<file path="src/lan_ctl_pkg.sv">
package lan_ctl_pkg;
  // ----------------------------------------
  // Register map (byte offset on the plain port)
  // ----------------------------------------
  localparam logic [7:0] ADDR_HOST_CTRL = 8'h00;
  localparam logic [7:0] ADDR_CONFIG_CTRL = 8'h48;
  localparam logic [7:0] ADDR_POWER_STATUS = 8'h50;
  localparam logic [7:0] ADDR_XCVR_CTRL = 8'h80;
  localparam logic [7:0] ADDR_XCVR_ADV = 8'h84;
  localparam logic [7:0] ADDR_LINK_STATUS = 8'h88;
  localparam logic [7:0] ADDR_STATION_LO = 8'h8c;
  localparam logic [7:0] ADDR_STATION_HI = 8'h90;

  // ----------------------------------------
  // Field positions
  // ----------------------------------------
  localparam int HOST_SW_RESET_BIT = 0;
  localparam int CFG_WAKE_EN_BIT = 18;
  localparam int CFG_LED4_BIT = 0;
  localparam int PWR_WAKE_STATUS_BIT = 15;
  localparam int XC_RESET_BIT = 15;
  localparam int XC_LOOPBACK_BIT = 14;
  localparam int XC_SPEED_BIT = 13;
  localparam int XC_ANEG_EN_BIT = 12;
  localparam int XC_DUPLEX_BIT = 8;
  localparam int ADV_PAUSE_BIT = 10;
  localparam int ADV_100FD_BIT = 8;
  localparam int ADV_100HD_BIT = 7;
  localparam int ADV_10FD_BIT = 6;
  localparam int ADV_10HD_BIT = 5;

  // ----------------------------------------
  // Reset values
  // ----------------------------------------
  localparam logic [15:0] XCVR_CTRL_RESET = 16'h3100;
  localparam logic [15:0] XCVR_ADV_RESET = 16'h05e1;
  localparam logic [31:0] CONFIG_RESET = 32'h0000_0000;
  localparam logic [47:0] STATION_RESET = 48'h0000_0000_0000;

  // ----------------------------------------
  // Frame constants
  // ----------------------------------------
  localparam logic [15:0] PAUSE_OPCODE = 16'h0001;
  localparam logic [15:0] CTRL_TYPE = 16'h8808;
  localparam logic [4:0] CODE_IDLE = 5'h1f;
  localparam logic [4:0] CODE_ESD_T = 5'h0d;
  localparam int CS_WINDOW = 10;
  localparam int WAKE_FF_COUNT = 6;
  localparam int WAKE_ADDR_COUNT = 16;

  // ----------------------------------------
  // Timing
  // ----------------------------------------
  localparam int CLK_MHZ = 100;
  localparam int SLOT_BITS = 512;
  localparam int SLOT_NS_100 = 5120;
  localparam int SLOT_NS_10 = 51200;
  localparam int SLOT_CYC_100 = SLOT_NS_100 * CLK_MHZ / 1000;
  localparam int SLOT_CYC_10 = SLOT_NS_10 * CLK_MHZ / 1000;
  localparam int BLINK10_MS = 50;
  localparam int BLINK20_MS = 25;
  localparam int BLINK10_CYC = BLINK10_MS * CLK_MHZ * 1000;
  localparam int BLINK20_CYC = BLINK20_MS * CLK_MHZ * 1000;

  typedef enum logic [1:0] {
    ANEG_IDLE,
    ANEG_SEND,
    ANEG_DONE
  } aneg_state_t;

  typedef struct packed {
    logic [7:0] addr;
    logic [31:0] wdata;
    logic wr;
    logic rd;
  } reg_req_t;

  typedef struct packed {
    logic valid;
    logic sof;
    logic eof;
    logic crc_ok;
    logic addr_ok;
    logic [7:0] data;
  } rx_byte_t;
endpackage

</file>
<file path="src/lan_link_flow_wake_control.sv">
// Decided for this implementation: the plain strobed port and the register offsets.
`timescale 1ns/10ps
`default_nettype none
// Contract
// - Carrier rises on two non-adjacent zeros inside any ten-bit window.
// - Carrier falls on end-of-stream or idle code-group.
// - Half duplex: carrier on transmit or receive; full duplex: receive only.
// - Collision ignored in full duplex; in half duplex on transmit-receive overlap.
// - Control bit 14 enables loop-back; line then carries only idle.
// - Loop-back path taken at coder level per speed.
// - Control bit 12 enables auto-negotiation.
// - Link pulse burst carries the 16-bit advertisement word.
// - Resolve highest common ability: 100FD, 100HD, 10FD, 10HD.
// - Negotiate right after reset if enabled, else wait for enable write.
// - Negotiation off: speed and duplex from control register.
// - Pause active only after negotiation with full duplex and pause ability.
// - Control frame with opcode 0001h is pause; parameter is slot count.
// - Valid pause loads timer; paused until zero; zero ends pause at once.
// - Frame in progress finishes; no new frame starts after one slot.
// - Three-LED mode: speed, link or activity 10 Hz, duplex or collision 20 Hz.
// - Four-LED mode: 100 link, 10 link, activity 10 Hz, duplex or collision.
// - Host control bit 0 resets whole block, then self-clears.
// - Control bit 15 resets transceiver only, then self-clears.
// - Wake frame: filtered, good CRC, six FF then sixteen station addresses.
// - Wake enabled and wake frame: drive event line low, set status bit 15.
module lan_link_flow_wake_control
  import lan_ctl_pkg::*;
(
  input wire logic i_sys_clk,
  input wire logic i_reset_n,
  input wire logic [7:0] i_addr,
  input wire logic [31:0] i_wdata,
  input wire logic i_wr,
  input wire logic i_rd,
  output logic [31:0] o_rdata,
  input wire logic i_rx_bit,
  input wire logic [4:0] i_rx_code,
  input wire logic i_rx_code_valid,
  input wire logic i_tx_active,
  input wire logic i_tx_frame_req,
  output logic o_tx_frame_go,
  input wire logic i_tx_line_bit,
  output logic o_line_bit,
  output logic o_line_idle,
  output logic o_loop_bit,
  output logic o_loop_100,
  input wire logic i_link_up,
  input wire logic i_partner_valid,
  input wire logic [15:0] i_partner_ability,
  output logic o_flp_send,
  output logic [15:0] o_flp_word,
  output logic o_crs,
  output logic o_col,
  input wire logic i_rx_valid,
  input wire logic i_rx_sof,
  input wire logic i_rx_eof,
  input wire logic i_rx_crc_ok,
  input wire logic i_rx_addr_ok,
  input wire logic [7:0] i_rx_data,
  output logic o_paused,
  output logic o_led_speed,
  output logic o_led_link_act,
  output logic o_led_fd_col,
  output logic o_led_link100,
  output logic o_led_link10,
  output logic o_led_act,
  output logic o_pme_n,
  output logic o_xcvr_reset
);

  // ----------------------------------------
  // State
  // ----------------------------------------
  typedef struct packed {
    logic [31:0] rdata;
    logic [15:0] xc;
    logic [15:0] adv;
    logic [31:0] cfg;
    logic wake_status;
    logic [47:0] station;
    logic [CS_WINDOW-1:0] win;
    logic crs_rx;
    aneg_state_t aneg;
    logic res_100;
    logic res_fd;
    logic res_pause;
    logic [15:0] pause_cnt;
    logic [12:0] slot_cyc;
    logic [12:0] grace;
    logic in_tx;
    logic [10:0] bcnt;
    logic is_ctrl;
    logic is_pause;
    logic [15:0] pause_val;
    logic [4:0] ff_run;
    logic [2:0] apos;
    logic [4:0] acnt;
    logic wake_hit;
    logic [23:0] blink;
    logic soft_rst;
  } state_t;

  state_t cur, next_cur;
  rx_byte_t rxb;

  function automatic logic two_sep_zeros(input logic [CS_WINDOW-1:0] w);
    logic found;
    found = 1'b0;
    for (int i = 0; i < CS_WINDOW; i++) begin
      for (int j = i + 2; j < CS_WINDOW; j++) begin
        if (!w[i] && !w[j]) begin
          found = 1'b1;
        end
      end
    end
    return found;
  endfunction

  function automatic logic [7:0] station_byte(input logic [47:0] s, input logic [2:0] k);
    return s[8*k +: 8];
  endfunction

  logic [15:0] common;
  logic eff_100, eff_fd, pause_en, collide, act;
  logic [12:0] slot_len;

  always_comb begin
    rxb = '{valid: i_rx_valid, sof: i_rx_sof, eof: i_rx_eof, crc_ok: i_rx_crc_ok,
            addr_ok: i_rx_addr_ok, data: i_rx_data};
    common = cur.adv & i_partner_ability;
    eff_100 = cur.xc[XC_ANEG_EN_BIT] ? cur.res_100 : cur.xc[XC_SPEED_BIT];
    eff_fd = cur.xc[XC_ANEG_EN_BIT] ? cur.res_fd : cur.xc[XC_DUPLEX_BIT];
    pause_en = cur.xc[XC_ANEG_EN_BIT] && (cur.aneg == ANEG_DONE)
               && cur.res_fd && cur.res_pause;
    collide = !eff_fd && i_tx_active && cur.crs_rx;
    act = i_tx_active || cur.crs_rx;
    slot_len = eff_100 ? 13'(SLOT_CYC_100) : 13'(SLOT_CYC_10);
  end

  // ----------------------------------------
  // Next state
  // ----------------------------------------
  always_comb begin
    next_cur = cur;
    next_cur.rdata = 32'h0000_0000;
    next_cur.soft_rst = 1'b0;
    // Register writes
    if (i_wr) begin
      if (i_addr == ADDR_HOST_CTRL) begin
        next_cur.soft_rst = i_wdata[HOST_SW_RESET_BIT];
      end else if (i_addr == ADDR_CONFIG_CTRL) begin
        next_cur.cfg = i_wdata;
      end else if (i_addr == ADDR_POWER_STATUS) begin
        if (i_wdata[PWR_WAKE_STATUS_BIT]) begin
          next_cur.wake_status = 1'b0;
        end
      end else if (i_addr == ADDR_XCVR_CTRL) begin
        next_cur.xc = i_wdata[15:0];
        if (i_wdata[XC_ANEG_EN_BIT] && !cur.xc[XC_ANEG_EN_BIT]) begin
          next_cur.aneg = ANEG_SEND;
        end
      end else if (i_addr == ADDR_XCVR_ADV) begin
        next_cur.adv = i_wdata[15:0];
      end else if (i_addr == ADDR_STATION_LO) begin
        next_cur.station[31:0] = i_wdata;
      end else if (i_addr == ADDR_STATION_HI) begin
        next_cur.station[47:32] = i_wdata[15:0];
      end
    end
    // Register reads
    if (i_rd) begin
      if (i_addr == ADDR_HOST_CTRL) begin
        next_cur.rdata = 32'h0000_0000;
      end else if (i_addr == ADDR_CONFIG_CTRL) begin
        next_cur.rdata = cur.cfg;
      end else if (i_addr == ADDR_POWER_STATUS) begin
        next_cur.rdata = {16'h0000, cur.wake_status, 15'h0000};
      end else if (i_addr == ADDR_XCVR_CTRL) begin
        next_cur.rdata = {16'h0000, cur.xc};
      end else if (i_addr == ADDR_XCVR_ADV) begin
        next_cur.rdata = {16'h0000, cur.adv};
      end else if (i_addr == ADDR_LINK_STATUS) begin
        next_cur.rdata = {24'h000000, o_paused, pause_en, cur.crs_rx, eff_fd, eff_100,
                          cur.aneg == ANEG_DONE, i_link_up, 1'b0};
      end else if (i_addr == ADDR_STATION_LO) begin
        next_cur.rdata = cur.station[31:0];
      end else if (i_addr == ADDR_STATION_HI) begin
        next_cur.rdata = {16'h0000, cur.station[47:32]};
      end
    end

    // Carrier sense on the receive stream
    next_cur.win = {cur.win[CS_WINDOW-2:0], i_rx_bit};
    if (i_rx_code_valid && (i_rx_code == CODE_IDLE || i_rx_code == CODE_ESD_T)) begin
      next_cur.crs_rx = 1'b0;
    end else if (two_sep_zeros(cur.win)) begin
      next_cur.crs_rx = 1'b1;
    end

    // Auto-negotiation
    case (cur.aneg)
      ANEG_IDLE: begin
        if (cur.xc[XC_ANEG_EN_BIT]) begin
          next_cur.aneg = ANEG_SEND;
        end
      end
      ANEG_SEND: begin
        if (!cur.xc[XC_ANEG_EN_BIT]) begin
          next_cur.aneg = ANEG_IDLE;
        end else if (i_partner_valid) begin
          next_cur.aneg = ANEG_DONE;
          next_cur.res_pause = common[ADV_PAUSE_BIT];
          if (common[ADV_100FD_BIT]) begin
            next_cur.res_100 = 1'b1;
            next_cur.res_fd = 1'b1;
          end else if (common[ADV_100HD_BIT]) begin
            next_cur.res_100 = 1'b1;
            next_cur.res_fd = 1'b0;
          end else if (common[ADV_10FD_BIT]) begin
            next_cur.res_100 = 1'b0;
            next_cur.res_fd = 1'b1;
          end else begin
            next_cur.res_100 = 1'b0;
            next_cur.res_fd = 1'b0;
          end
        end
      end
      default: begin
        if (!cur.xc[XC_ANEG_EN_BIT]) begin
          next_cur.aneg = ANEG_IDLE;
        end
      end
    endcase

    // Receive frame parser: pause and wake patterns
    if (rxb.valid) begin
      next_cur.bcnt = rxb.sof ? 11'd1 : cur.bcnt + 11'd1;
      if (rxb.sof) begin
        next_cur.is_ctrl = 1'b0;
        next_cur.is_pause = 1'b0;
        next_cur.wake_hit = 1'b0;
        next_cur.ff_run = 5'd0;
        next_cur.acnt = 5'd0;
        next_cur.apos = 3'd0;
      end
      if (cur.bcnt == 11'd12) begin
        next_cur.is_ctrl = (rxb.data == CTRL_TYPE[15:8]);
      end
      if (cur.bcnt == 11'd13) begin
        next_cur.is_ctrl = cur.is_ctrl && (rxb.data == CTRL_TYPE[7:0]);
      end
      if (cur.bcnt == 11'd15) begin
        next_cur.is_pause = cur.is_ctrl && (rxb.data == PAUSE_OPCODE[7:0]);
      end
      if (cur.bcnt == 11'd14 && rxb.data != PAUSE_OPCODE[15:8]) begin
        next_cur.is_ctrl = 1'b0;
      end
      if (cur.bcnt == 11'd16) begin
        next_cur.pause_val[15:8] = rxb.data;
      end
      if (cur.bcnt == 11'd17) begin
        next_cur.pause_val[7:0] = rxb.data;
      end
      // Wake pattern search, restarts on any break
      if (cur.ff_run >= 5'(WAKE_FF_COUNT) && rxb.data == station_byte(cur.station, 3'd5 - cur.apos)) begin
        next_cur.apos = (cur.apos == 3'd5) ? 3'd0 : cur.apos + 3'd1;
        if (cur.apos == 3'd5) begin
          next_cur.acnt = cur.acnt + 5'd1;
          if (cur.acnt == 5'(WAKE_ADDR_COUNT - 1)) begin
            next_cur.wake_hit = 1'b1;
          end
        end
        if (rxb.data != 8'hff) begin
          next_cur.ff_run = 5'(WAKE_FF_COUNT);
        end
      end else if (rxb.data == 8'hff) begin
        next_cur.ff_run = (cur.ff_run >= 5'(WAKE_FF_COUNT)) ? cur.ff_run : cur.ff_run + 5'd1;
        next_cur.apos = 3'd0;
        next_cur.acnt = 5'd0;
      end else begin
        next_cur.ff_run = 5'd0;
        next_cur.apos = 3'd0;
        next_cur.acnt = 5'd0;
      end
    end

    // Pause timer
    if (cur.pause_cnt != 16'h0000) begin
      if (cur.slot_cyc + 13'd1 >= slot_len) begin
        next_cur.slot_cyc = 13'd0;
        next_cur.pause_cnt = cur.pause_cnt - 16'd1;
      end else begin
        next_cur.slot_cyc = cur.slot_cyc + 13'd1;
      end
    end
    if (cur.grace != 13'd0) begin
      next_cur.grace = cur.grace - 13'd1;
    end
    if (rxb.valid && rxb.eof && rxb.crc_ok && rxb.addr_ok) begin
      if (cur.is_pause && pause_en) begin
        next_cur.pause_cnt = {cur.pause_val[15:8], rxb.data};
        next_cur.slot_cyc = 13'd0;
        next_cur.grace = ({cur.pause_val[15:8], rxb.data} != 16'h0000) ? slot_len : 13'd0;
      end
      if ((cur.wake_hit || next_cur.wake_hit) && cur.cfg[CFG_WAKE_EN_BIT]) begin
        next_cur.wake_status = 1'b1;
      end
    end
    if (!pause_en) begin
      next_cur.pause_cnt = 16'h0000;
    end

    // Transmit start gate: ongoing frame runs on
    if (!i_tx_active) begin
      next_cur.in_tx = 1'b0;
    end else if (o_tx_frame_go) begin
      next_cur.in_tx = 1'b1;
    end

    // LED blink base
    next_cur.blink = (cur.blink >= 24'(2 * BLINK10_CYC - 1)) ? 24'd0 : cur.blink + 24'd1;

    // Transceiver-only reset, self-clearing
    if (cur.xc[XC_RESET_BIT]) begin
      next_cur.xc = XCVR_CTRL_RESET;
      next_cur.adv = XCVR_ADV_RESET;
      next_cur.aneg = ANEG_IDLE;
      next_cur.crs_rx = 1'b0;
      next_cur.res_100 = 1'b0;
      next_cur.res_fd = 1'b0;
      next_cur.res_pause = 1'b0;
    end
  end

  // ----------------------------------------
  // Registers
  // ----------------------------------------
  always_ff @(posedge i_sys_clk or negedge i_reset_n) begin
    if (!i_reset_n) begin
      cur <= '0;
      cur.xc <= XCVR_CTRL_RESET;
      cur.adv <= XCVR_ADV_RESET;
      cur.cfg <= CONFIG_RESET;
      cur.station <= STATION_RESET;
      cur.win <= '1;
      cur.aneg <= ANEG_IDLE;
    end else if (cur.soft_rst) begin
      cur <= '0;
      cur.xc <= XCVR_CTRL_RESET;
      cur.adv <= XCVR_ADV_RESET;
      cur.cfg <= CONFIG_RESET;
      cur.station <= STATION_RESET;
      cur.win <= '1;
      cur.aneg <= ANEG_IDLE;
    end else begin
      cur <= next_cur;
    end
  end

  // ----------------------------------------
  // Outputs
  // ----------------------------------------
  logic blink10, blink20;

  always_comb begin
    blink10 = cur.blink < 24'(BLINK10_CYC);
    blink20 = (cur.blink < 24'(BLINK20_CYC))
              || ((cur.blink >= 24'(BLINK10_CYC)) && (cur.blink < 24'(BLINK10_CYC + BLINK20_CYC)));
    o_rdata = cur.rdata;
    o_crs = eff_fd ? cur.crs_rx : (cur.crs_rx || i_tx_active);
    o_col = collide;
    o_paused = cur.pause_cnt != 16'h0000;
    o_tx_frame_go = i_tx_frame_req && !cur.in_tx
                    && (!o_paused || cur.grace != 13'd0);
    o_line_idle = cur.xc[XC_LOOPBACK_BIT] || !i_tx_active;
    o_line_bit = cur.xc[XC_LOOPBACK_BIT] ? 1'b0 : i_tx_line_bit;
    o_loop_bit = cur.xc[XC_LOOPBACK_BIT] && i_tx_line_bit;
    o_loop_100 = eff_100;
    o_flp_send = cur.aneg == ANEG_SEND;
    o_flp_word = cur.adv;
    o_pme_n = !cur.wake_status;
    o_xcvr_reset = cur.xc[XC_RESET_BIT];
    o_led_speed = eff_100 && i_link_up;
    o_led_link_act = (act && !collide) ? blink10 : i_link_up;
    o_led_fd_col = collide ? blink20 : eff_fd;
    o_led_link100 = cur.cfg[CFG_LED4_BIT] && i_link_up && eff_100;
    o_led_link10 = cur.cfg[CFG_LED4_BIT] && i_link_up && !eff_100;
    o_led_act = cur.cfg[CFG_LED4_BIT] && act && blink10;
  end

endmodule
`default_nettype wire

</file>
<file path="config.mk">
export PLATFORM = sky130hd
export DESIGN_NAME = lan_link_flow_wake_control
export DESIGN_NICKNAME = d
export VERILOG_FILES = /design/src/lan_ctl_pkg.sv /design/src/lan_link_flow_wake_control.sv
export SDC_FILE = /design/constraint.sdc
export NUM_CORES = 1
export LEC_CHECK = 0
export BUFFER_PORTS_ARGS = -buffer_cell sky130_fd_sc_hd__buf_2
export CORE_AREA = 3 3 148 150
export CTS_BUF_LIST = sky130_fd_sc_hd__clkbuf_2 sky130_fd_sc_hd__clkbuf_4 sky130_fd_sc_hd__clkbuf_8
export DETAILED_ROUTE_END_ITERATION = 7
export DIE_AREA = 0 0 151 153
export PLACE_DENSITY = 0.92
export SLEW_MARGIN = 20
export SYNTH_ARGS = -nofsm -noshare
export SYNTH_HDL_FRONTEND = slang
export SYNTH_SLANG_ARGS = --single-unit
</file>
<file path="constraint.sdc">
create_clock -name i_sys_clk -period 5.9 [get_ports i_sys_clk]
set_input_delay 1.18 -clock i_sys_clk [delete_from_list [all_inputs] [get_ports i_sys_clk]]
set_output_delay 1.18 -clock i_sys_clk [all_outputs]
set_load 0.005 [all_outputs]
</file>
# Word-level counts from Yosys, hierarchy flattened
# Index checks and enable logic that the tools add are counted.
# totals
register_bits,264
in_bits,85
output_inout_bits,65
word_cells,327
# classes
n_addsub,9
magnitude_cmp,7
eq_ne,39
n_shift,1
muxes,124
bitwise,1
reduce_logical,119
# op_table
cell,count
two-way mux 32 bit,13
two-way mux 272 bit,1
two-way mux 113 bit,2
two-way mux 48 bit,3
two-way mux 16 bit,8
two-way mux 42 bit,2
two-way mux 13 bit,6
logical AND 1 bit,63
two-way mux 1 bit,60
equality test 8 bit (second input constant),7
two-way mux 49 bit,1
< comparator 24 x 23 -> 1 bit (second input constant),2
variable part select 48 x 7 -> 8 bit,1
equality test 11 x 4 -> 1 bit (second input constant),4
two-way mux 43 bit,1
nonzero test 16 bit,2
two-way mux 29 bit,1
adder 24 x 1 -> 24 bit (second input constant),1
greater-or-equal comparator 24 x 23 -> 1 bit (second input constant),1
greater-or-equal comparator 24 bit (second input constant),1
< comparator 24 x 22 -> 1 bit (second input constant),1
two-way mux 2 bit,12
two-way mux 24 bit,1
equality test 11 x 5 -> 1 bit (second input constant),2
48 further kinds,104

# Depth between registers and ports, before layout
# Gate-level depths: netlist of run 1.
# depth
ltp_word,43
mapped_depth,14
ltp_nobuf,13

# Worst setup path after synthesis of run 1
# OpenSTA, ideal clock, no wires.
# synth_timing
path_kind,flip-flop to output port
from,register cur[74] (netlist bit)
to,output o_tx_frame_go
t_arrival_ns,2.112
t_required_ns,4.720
slack_ns,2.608
stages_incl_launch_ff,8
n_path_buf,0
path_cell_list,dfrtp_1 > or3_1 > or3_4 > or3b_4 > nor4_2 > nand2_1 > nand2_1 > nor2_1
# synth_between
elab_chain_cells,3
# synth_lines
element,line_no,source
start: declaration,lan_link_flow_wake_control.sv:103,"state_t cur, next_cur;"
start signal: assignment,lan_link_flow_wake_control.sv:356,cur <= next_cur;
nonzero test 13 bit,lan_link_flow_wake_control.sv:374,&& (!o_paused || cur.grace != 13'd0);
logical OR 1 bit,lan_link_flow_wake_control.sv:374,
logical AND 1 bit,lan_link_flow_wake_control.sv:374,
end: declaration,lan_link_flow_wake_control.sv:41,"output logic o_tx_frame_go,"
# No other way between the ends.

# Worst setup path after layout of run 1
# layout_timing
from,register cur[98] (netlist bit)
to,output o_tx_frame_go
# layout_between
elab_chain_cells,4
# layout_lines
element,line_no,source
nonzero test 16 bit,lan_link_flow_wake_control.sv:372,o_paused = cur.pause_cnt != 16'h0000;
zero test 1 bit,lan_link_flow_wake_control.sv:374,
logical OR 1 bit,lan_link_flow_wake_control.sv:374,
logical AND 1 bit,lan_link_flow_wake_control.sv:374,
# No other way between the ends.

==> results.cfg, run 1 <==
[status]
status = completed

[critical_path]
worstPathMaxFanout = 15
worstPathArrival_ns = 3.19
cpMostUsedCell = nand2_1
slowest_delay_ns = 0.68
path_cells = or3_1 -> nor4_1 -> nand3_1 -> nand2_1 -> nand2_1 -> nor2_1 -> buf_2
worstSetupPathType = reg -> out
critPathCaptureType = output port
start_kind = register
crit_slowest_cell = nand3_1
crit_required_ns = 4.72

[clock_tree]
h-tree-depth = 2
clk_pin_slew_ns = 0.06
clk_path_buf_depth = 3
post_cts_buffers = 0
clock_sinks = 264
cts_root_buf = clkbuf_8
cts_hold_buf = 0
ctsResizeCount = 0
cts_tree = done
clock_latency_ns = 0.57
cts_buffers = 44

[worst_hold_path]
min_path_type = reg -> reg

[global_route]
grt_pass1_wl_um = 58880
grtUsageTotal_pct = 31.59
antenna_found_initial = 3
grt_pass1_vias = 11530
grt_overflow = 0
grt_max_degree = 135

[yosys]
syn-num-nets = 1589
yosys_warnings = 0
syn_area_mm2 = 0.01357
netlist_instances = 1487
synth.avg_cell_area_um2 = 9.126
synth-async-reset-ratio_pct = 100.0
ys_types = 75
ys_seq_area_share_pct = 48.86
synth-seq-cells = 264
synth_ff_type = dfrtp_1
synth_enable_flop_cells = 0

[power]
switching_share_pct = 26.10
clkPwrFrac_pct = 43.1
total_power_uw = 4450
internal_power_uw = 3288
p_switching_uw = 1161
peakVddDrop_v = 0.0001765
powerDensity_mw_per_mm2 = 293.6
leakagePower_uw = 0.006882
combinationalPowerShare_pct = 10.9
seqPwrFrac_pct = 45.9

[sta]
drv_slew = 0
relSlewSlack_pct = 32.44
tightest_slew_ns = 1.013
hold_viol = 0
max_freq_mhz = 228.8
setup_viol = 0
layout_min_cycle_time_ns = 4.371
rsz0062_at_grt = false
fin_crit_sh_pct = 74.09
fin_ws_ns = 1.529
hold_slack_ns = 0.4991
skew_ns = 0.03089
finalSetupTns_ns = 0

[final_layout]
layout-drive-gt1-share_pct = 19.02
final_cell_mix = 266 x nand2_1, 243 x dfrtp_1, 139 x nor2_1
layout_commonest_cell = nand2_1
nets = 1655
syn_to_final_growth_pct = 11.67
multi_input_area_mm2 = 0.006188
final_cells = 1865
seqCellArea_mm2 = 0.006633
nFillCells = 1412

[job]
drv_cap = 0

[placed_design]
io_buffers = 137
gp_congestion = 0.9103
dp_slack_ns = 1.893
dp.cells = 1781
hpwl_um = 24320

[route]
routed_wirelength_um = 36360
vias_per_cell = 6.332
first_pass_iters = 6
antenna_left = 0
drc_errors = 0
drt_iter0_markers = 1356
wire_per_inst_um = 19.49
vias = 11810

[floorplanning]
initial_core_util_pct = 65.17
dieArea_mm2 = 0.02310
row_count = 53
die_w_um = 151
io_pins = 150
coreArea_mm2 = 0.02082
die_h_um = 153
==> state kept, by name, indices dropped and copies added (netlist names) <==
signal and cells:
o_xcvr_reset 1, o_rdata 32, cur 215, o_flp_word 16
==> worst max-delay path: cells and delay by family (launching register included) <==
family | cells | cell delay (ns)
simple gates | 6 | 2.13
flops | 1 | 0.41
buf+inv | 1 | 0.11
==> metrics by stage <==
stage | util [%] | cell area [µm²]
2_1_floorplan | - | 13570
3_3_place_gp | 67.48 | 14050
3_5_place_dp | 67.48 | 14050
4_1_cts | 72.59 | 15120
5_1_grt | 72.77 | 15150
6_report | 72.78 | 15150
==> routing by layer <==
| metal | track usage (%) | vias to the layer above | routed length (µm) |
|---|---|---|---|
| met5 | 0 | - | 27 |
| met4 | 12.95 | 4 | 1575 |
| met3 | 6.730 | 141 | 3807 |
| met2 | 50.43 | 700 | 17040 |
| met1 | 42.24 | 5697 | 13910 |
| li1 | - | 5267 | - |
==> cells in the mapped netlist, drive strengths merged, types with 3 or more instances <==
| master | number | area, µm² |
|---|---|---|
| nand2 | 266 | 998.5 |
| dfrtp | 245 | 6131 |
| nor2 | 142 | 533.0 |
| a21oi | 110 | 550.5 |
| o21ai | 104 | 520.5 |
| clkbuf | 73 | 274.0 |
| buf | 59 | 422.9 |
| nand3 | 38 | 195.2 |
| xor2 | 35 | 306.5 |
| xnor2 | 34 | 297.8 |
| nand2b | 27 | 168.9 |
| a22oi | 26 | 195.2 |
| mux2i | 21 | 210.2 |
| inv | 20 | 75.07 |
| nand4 | 20 | 125.1 |
| dfstp | 19 | 499.2 |
| nor4 | 19 | 161.4 |
| a22o | 18 | 157.7 |
| ha | 17 | 212.7 |
| and3 | 16 | 100.1 |
| nor3 | 16 | 85.08 |
| or2 | 15 | 93.84 |
| nand3b | 12 | 93.84 |
| or3 | 12 | 81.33 |
| and2 | 11 | 68.82 |
| a222oi | 10 | 100.1 |
| mux2 | 10 | 112.6 |
| a31oi | 8 | 50.05 |
| nor2b | 8 | 50.05 |
| o31ai | 6 | 45.04 |
| a211oi | 5 | 42.54 |
| a32oi | 5 | 43.79 |
| or4 | 5 | 41.29 |
| a21o | 4 | 30.03 |
| a311oi | 4 | 35.03 |
| nor3b | 4 | 30.03 |
| o211ai | 4 | 30.03 |
| a2111oi | 3 | 26.28 |
| a221oi | 3 | 26.28 |
| and4 | 3 | 27.53 |
| mux4 | 3 | 67.56 |
| o211a | 3 | 30.03 |
| o31a | 3 | 26.28 |
==> final timing paths <==
path / cells past startpoint / start / slack, ns / to
hold reg to reg: 1 / cur[67]$_DFFE_PN0P_ / 0.50 / cur[67]$_DFFE_PN0P_
hold / removal: 1 / cur[67]$_DFFE_PN0P_ / 0.50 / cur[67]$_DFFE_PN0P_
setup / recovery: 7 / cur[98]$_DFF_PN0_ / 1.53 / o_tx_frame_go
setup reg to reg: 9 / cur[32]$_DFFE_PN0P_ / 1.96 / cur[26]$_DFFE_PN0P_
max in group asynchronous: 2 / i_reset_n / 3.96 / cur[31]$_DFFE_PN0P_
min in group asynchronous: 1 / i_reset_n / 0.71 / cur[9]$_DFF_PN0_
==> cells by family (layout without fill, tap and decap cells) <==
group,count (synthesis),in the layout,synth area share [%]
simple gates,619,619,21.48
flops,264,264,48.86
mux,34,34,2.877
xor+xnor,69,69,4.453
buf+inv,153,254,5.716
compound gates,331,331,15.05
fa+ha+maj,17,17,1.567
other cells,0,2,0
==> cell type report <==
class	instances	share of cell area [%]
well taps	275	2.270
diodes	2	0.03303
repair buffers	152	5.548
flip-flops and latches	264	43.77
clock inverters	12	1.255
multi-input cells	1070	40.84
clock buffers	69	5.771
inverters	21	0.5201
==> power by group through the flow <==
stage	Clock, µW	Sequential (µW)	Combinational [µW]
2_1_floorplan	0	2040	310
3_3_place_gp	0	2060	454
3_5_place_dp	0	2070	477
4_1_cts	1930	2040	482
5_1_grt	2010	2060	544
6_report	1920	2040	486
Note: power is estimated with default switching activity, not from simulation.
==> run 2: changes to the inputs <==
--- a/config.mk
+++ b/config.mk
@@ -5,12 +5,13 @@
 export SDC_FILE = /design/constraint.sdc
 export NUM_CORES = 1
 export LEC_CHECK = 0
+export ABC_AREA = 1
 export BUFFER_PORTS_ARGS = -buffer_cell sky130_fd_sc_hd__buf_2
-export CORE_AREA = 3 3 148 150
+export CORE_AREA = 3 3 166 168
 export CTS_BUF_LIST = sky130_fd_sc_hd__clkbuf_2 sky130_fd_sc_hd__clkbuf_4 sky130_fd_sc_hd__clkbuf_8
 export DETAILED_ROUTE_END_ITERATION = 7
-export DIE_AREA = 0 0 151 153
-export PLACE_DENSITY = 0.92
+export DIE_AREA = 0 0 169 171
+export PLACE_DENSITY = 0.84
 export SLEW_MARGIN = 20
 export SYNTH_ARGS = -nofsm -noshare
 export SYNTH_HDL_FRONTEND = slang
==> constraint.sdc (replaced) <==
create_clock -name i_sys_clk -period 3.7 [get_ports i_sys_clk]
set_input_delay 0.74 -clock i_sys_clk [delete_from_list [all_inputs] [get_ports i_sys_clk]]
set_output_delay 0.74 -clock i_sys_clk [all_outputs]
set_load 0.005 [all_outputs]
==> run 2 against run 1 <==
Compared with the run above: clock skew increased by 0.022 ns; power increased by 63%; worst setup slack got worse by 1.2 ns; cell area increased by 8.6%; sequential power increased by 59%; wire length increased by 7.6%; sequential cell count unchanged.
==> results.cfg, run 2 <==
[power]
seqPwrFrac_pct = 44.6
internal_power_uw = 5271
p_switching_uw = 1988
powerDensity_mw_per_mm2 = 441.0
total_power_uw = 7260
switching_share_pct = 27.39
peakVddDrop_v = 0.0002987
combinationalPowerShare_pct = 12.8
leakagePower_uw = 0.008115
clkPwrFrac_pct = 42.7

[clock_tree]
cts_hold_buf = 0
cts_buffers = 46
ctsResizeCount = 0
cts_tree = done
post_cts_buffers = 0
clock_sinks = 264
clk_pin_slew_ns = 0.06
clk_path_buf_depth = 3
clock_latency_ns = 0.59
h-tree-depth = 2
cts_root_buf = clkbuf_8

[route]
vias_per_cell = 5.738
drt_iter0_markers = 1229
first_pass_iters = 6
vias = 13570
wire_per_inst_um = 16.54
drc_errors = 0
routed_wirelength_um = 39110
antenna_left = 0

[final_layout]
postLayoutCellArea_mm2 = 0.01646
nFillCells = 2186
largest_reg_flops = 215
layout_commonest_cell = nand2_1
final_util_pct = 63.17
nets = 2095
syn_to_final_growth_pct = 12.39
seqCellArea_mm2 = 0.006630
final_cell_mix = 457 x nand2_1, 245 x dfrtp_1, 227 x inv_1
top_register = cur
multi_input_area_mm2 = 0.006461
diodes = 0
layout-drive-gt1-share_pct = 17.44

[global_route]
grtUsageTotal_pct = 27.11
grt_max_degree = 109
grt_pass1_vias = 13270
antenna_found_initial = 0
grt_pass1_wl_um = 64670
grt_overflow = 0

[yosys]
synth_top_area_share_pct = 41.86
synth.avg_cell_area_um2 = 7.745
syn_area_mm2 = 0.01465
synth_enable_flop_cells = 0
ys_types = 60
synth-async-reset-ratio_pct = 100.0
synth_area_leader_cell = dfrtp_1
synth.area.top_cells = dfrtp_1 42%, nand2_1 12%, inv_1 5.8%
ys_seq_area_share_pct = 45.27
netlist_instances = 1891
synth_common_cells = 457 x nand2_1, 245 x dfrtp_1, 227 x inv_1, 151 x nor2_1, 138 x o21ai_0
synth_most_common_cell = nand2_1
syn-num-nets = 1993
yosys_warnings = 0
synth-seq-cells = 264
synth_ff_type = dfrtp_1

[sta]
drv_slew = 0
rsz0062_at_grt = false
relSlewSlack_pct = 35.48
tightest_slew_ns = 0.9668
setup_viol = 0
fin_ws_ns = 0.3145
layout_min_cycle_time_ns = 3.385
skew_ns = 0.05275
max_freq_mhz = 295.4
finalSetupTns_ns = 0
hold_viol = 0
fin_crit_sh_pct = 91.50

[critical_path]
worstSetupPathType = reg -> out
rr_worst_depth = 14
crit_slowest_cell = nand4_1
path_cells = inv_1 -> ha_1 -> inv_1 -> nor2_1 -> nand4_1 -> buf_2
crit_required_ns = 2.96
r2r_end = cur[28]$_DFFE_PN0P_
critPathCaptureType = output port
slowest_delay_ns = 0.63
worstPathMaxFanout = 10
r2r-start = cur[32]$_DFFE_PN0P_
worstPathArrival_ns = 2.65
r2r_slack_ns = 0.65
start_kind = register
cpMostUsedCell = inv_1

[placed_design]
io_buffers = 137
placed_area_mm2 = 0.01537
hpwl_um = 28080
gp_congestion = 0.9662
dp_slack_ns = 0.6409

[floorplanning]
die_w_um = 169
dieArea_mm2 = 0.02890
initial_core_util_pct = 56.21
coreArea_mm2 = 0.02606
io_pins = 150
die_h_um = 171
row_count = 59

[worst_hold_path]
min_path_type = in -> async

[job]
drv_cap = 0

[status]
status = completed
run 2: cell types whose count changed after synthesis, sizes merged, moves of 27 or more:
cell | previous run | this run
inv | 20 | 243
nand2 | 266 | 470
o21ai | 104 | 141
nor3 | 16 | 51
nand2b | 27 | 0
clkbuf | 73 | 40
xnor2 | 34 | 3
a21oi | 110 | 76
nand3 | 38 | 132
run 2: how the worst max path moves through the flow:
stage                            startpoint  cells past startpoint  slack, ns                         to
after CTS                 cur[74]$_DFF_PN0_                      7       0.14              o_tx_frame_go
final                     cur[95]$_DFF_PN0_                      6       0.31                   o_paused
after global placement            i_addr[0]                     11       0.70  o_flp_word[3]$_DFFE_PN0P_
after global routing      cur[74]$_DFF_PN0_                      7       0.14              o_tx_frame_go
after detailed placement          i_addr[0]                     11       0.64  o_flp_word[3]$_DFFE_PN0P_
after floorplan           cur[82]$_DFF_PN0_                     17       1.24         cur[103]$_DFF_PN0_
run 2: per-stage QoR:
stage	std cells	hold slack, ns
final	2365	0.2025
after global routing	2365	0.2725
after CTS	2365	0.2238
after detailed placement	2280	0.4544
after global placement	2280	0.4515
after floorplan	1891	0.4369
run 2: area by class of cell:
cell class	instances	area share (%)
Multi-Input combinational cell	1271	39.25
Timing Repair Buffer	164	5.686
Inverter	246	5.610
Sequential cell	264	40.28
Clock inverter	15	1.193
Clock buffer	70	5.435
Tap cell	335	2.546
run 2: worst max-delay path, delay by kind of cell (launching register included):
| family | cells | cell delay (ns) |
|---|---|---|
| flops | 1 | 0.41 |
| buf+inv | 3 | 0.56 |
| fa+ha+maj | 1 | 0.23 |
| simple gates | 2 | 0.89 |
run 2: per-layer routing:
layer  global-route usage (%)  vias up  part of all wire (%)
met5                        0        -                     0
met4                    10.30        0                   3.6
met3                    6.077      104                   9.2
met2                    44.11      645                    46
met1                    35.78     6430                    41
li1                         -     6392                     -
run 2: cell families after synthesis:
kind of cell	count (synthesis)	synth area share [%]
xor gates and xnor gates	33	1.973
AOI/OAI and AO/OA	322	13.28
DFF	264	45.27
and+or+nand+nor	899	27.36
buffers and inverters	356	10.67
adders and majority gates	17	1.452
run 2: power by group through the flow:
stage                     combinational (µW)  sequential (µW)  clock, µW
after CTS                                924             3230       3140
after global placement                   879             3270          0
after global routing                    1050             3250       3270
final                                    926             3240       3100
after floorplan                          598             3240          0
after detailed placement                 915             3280          0
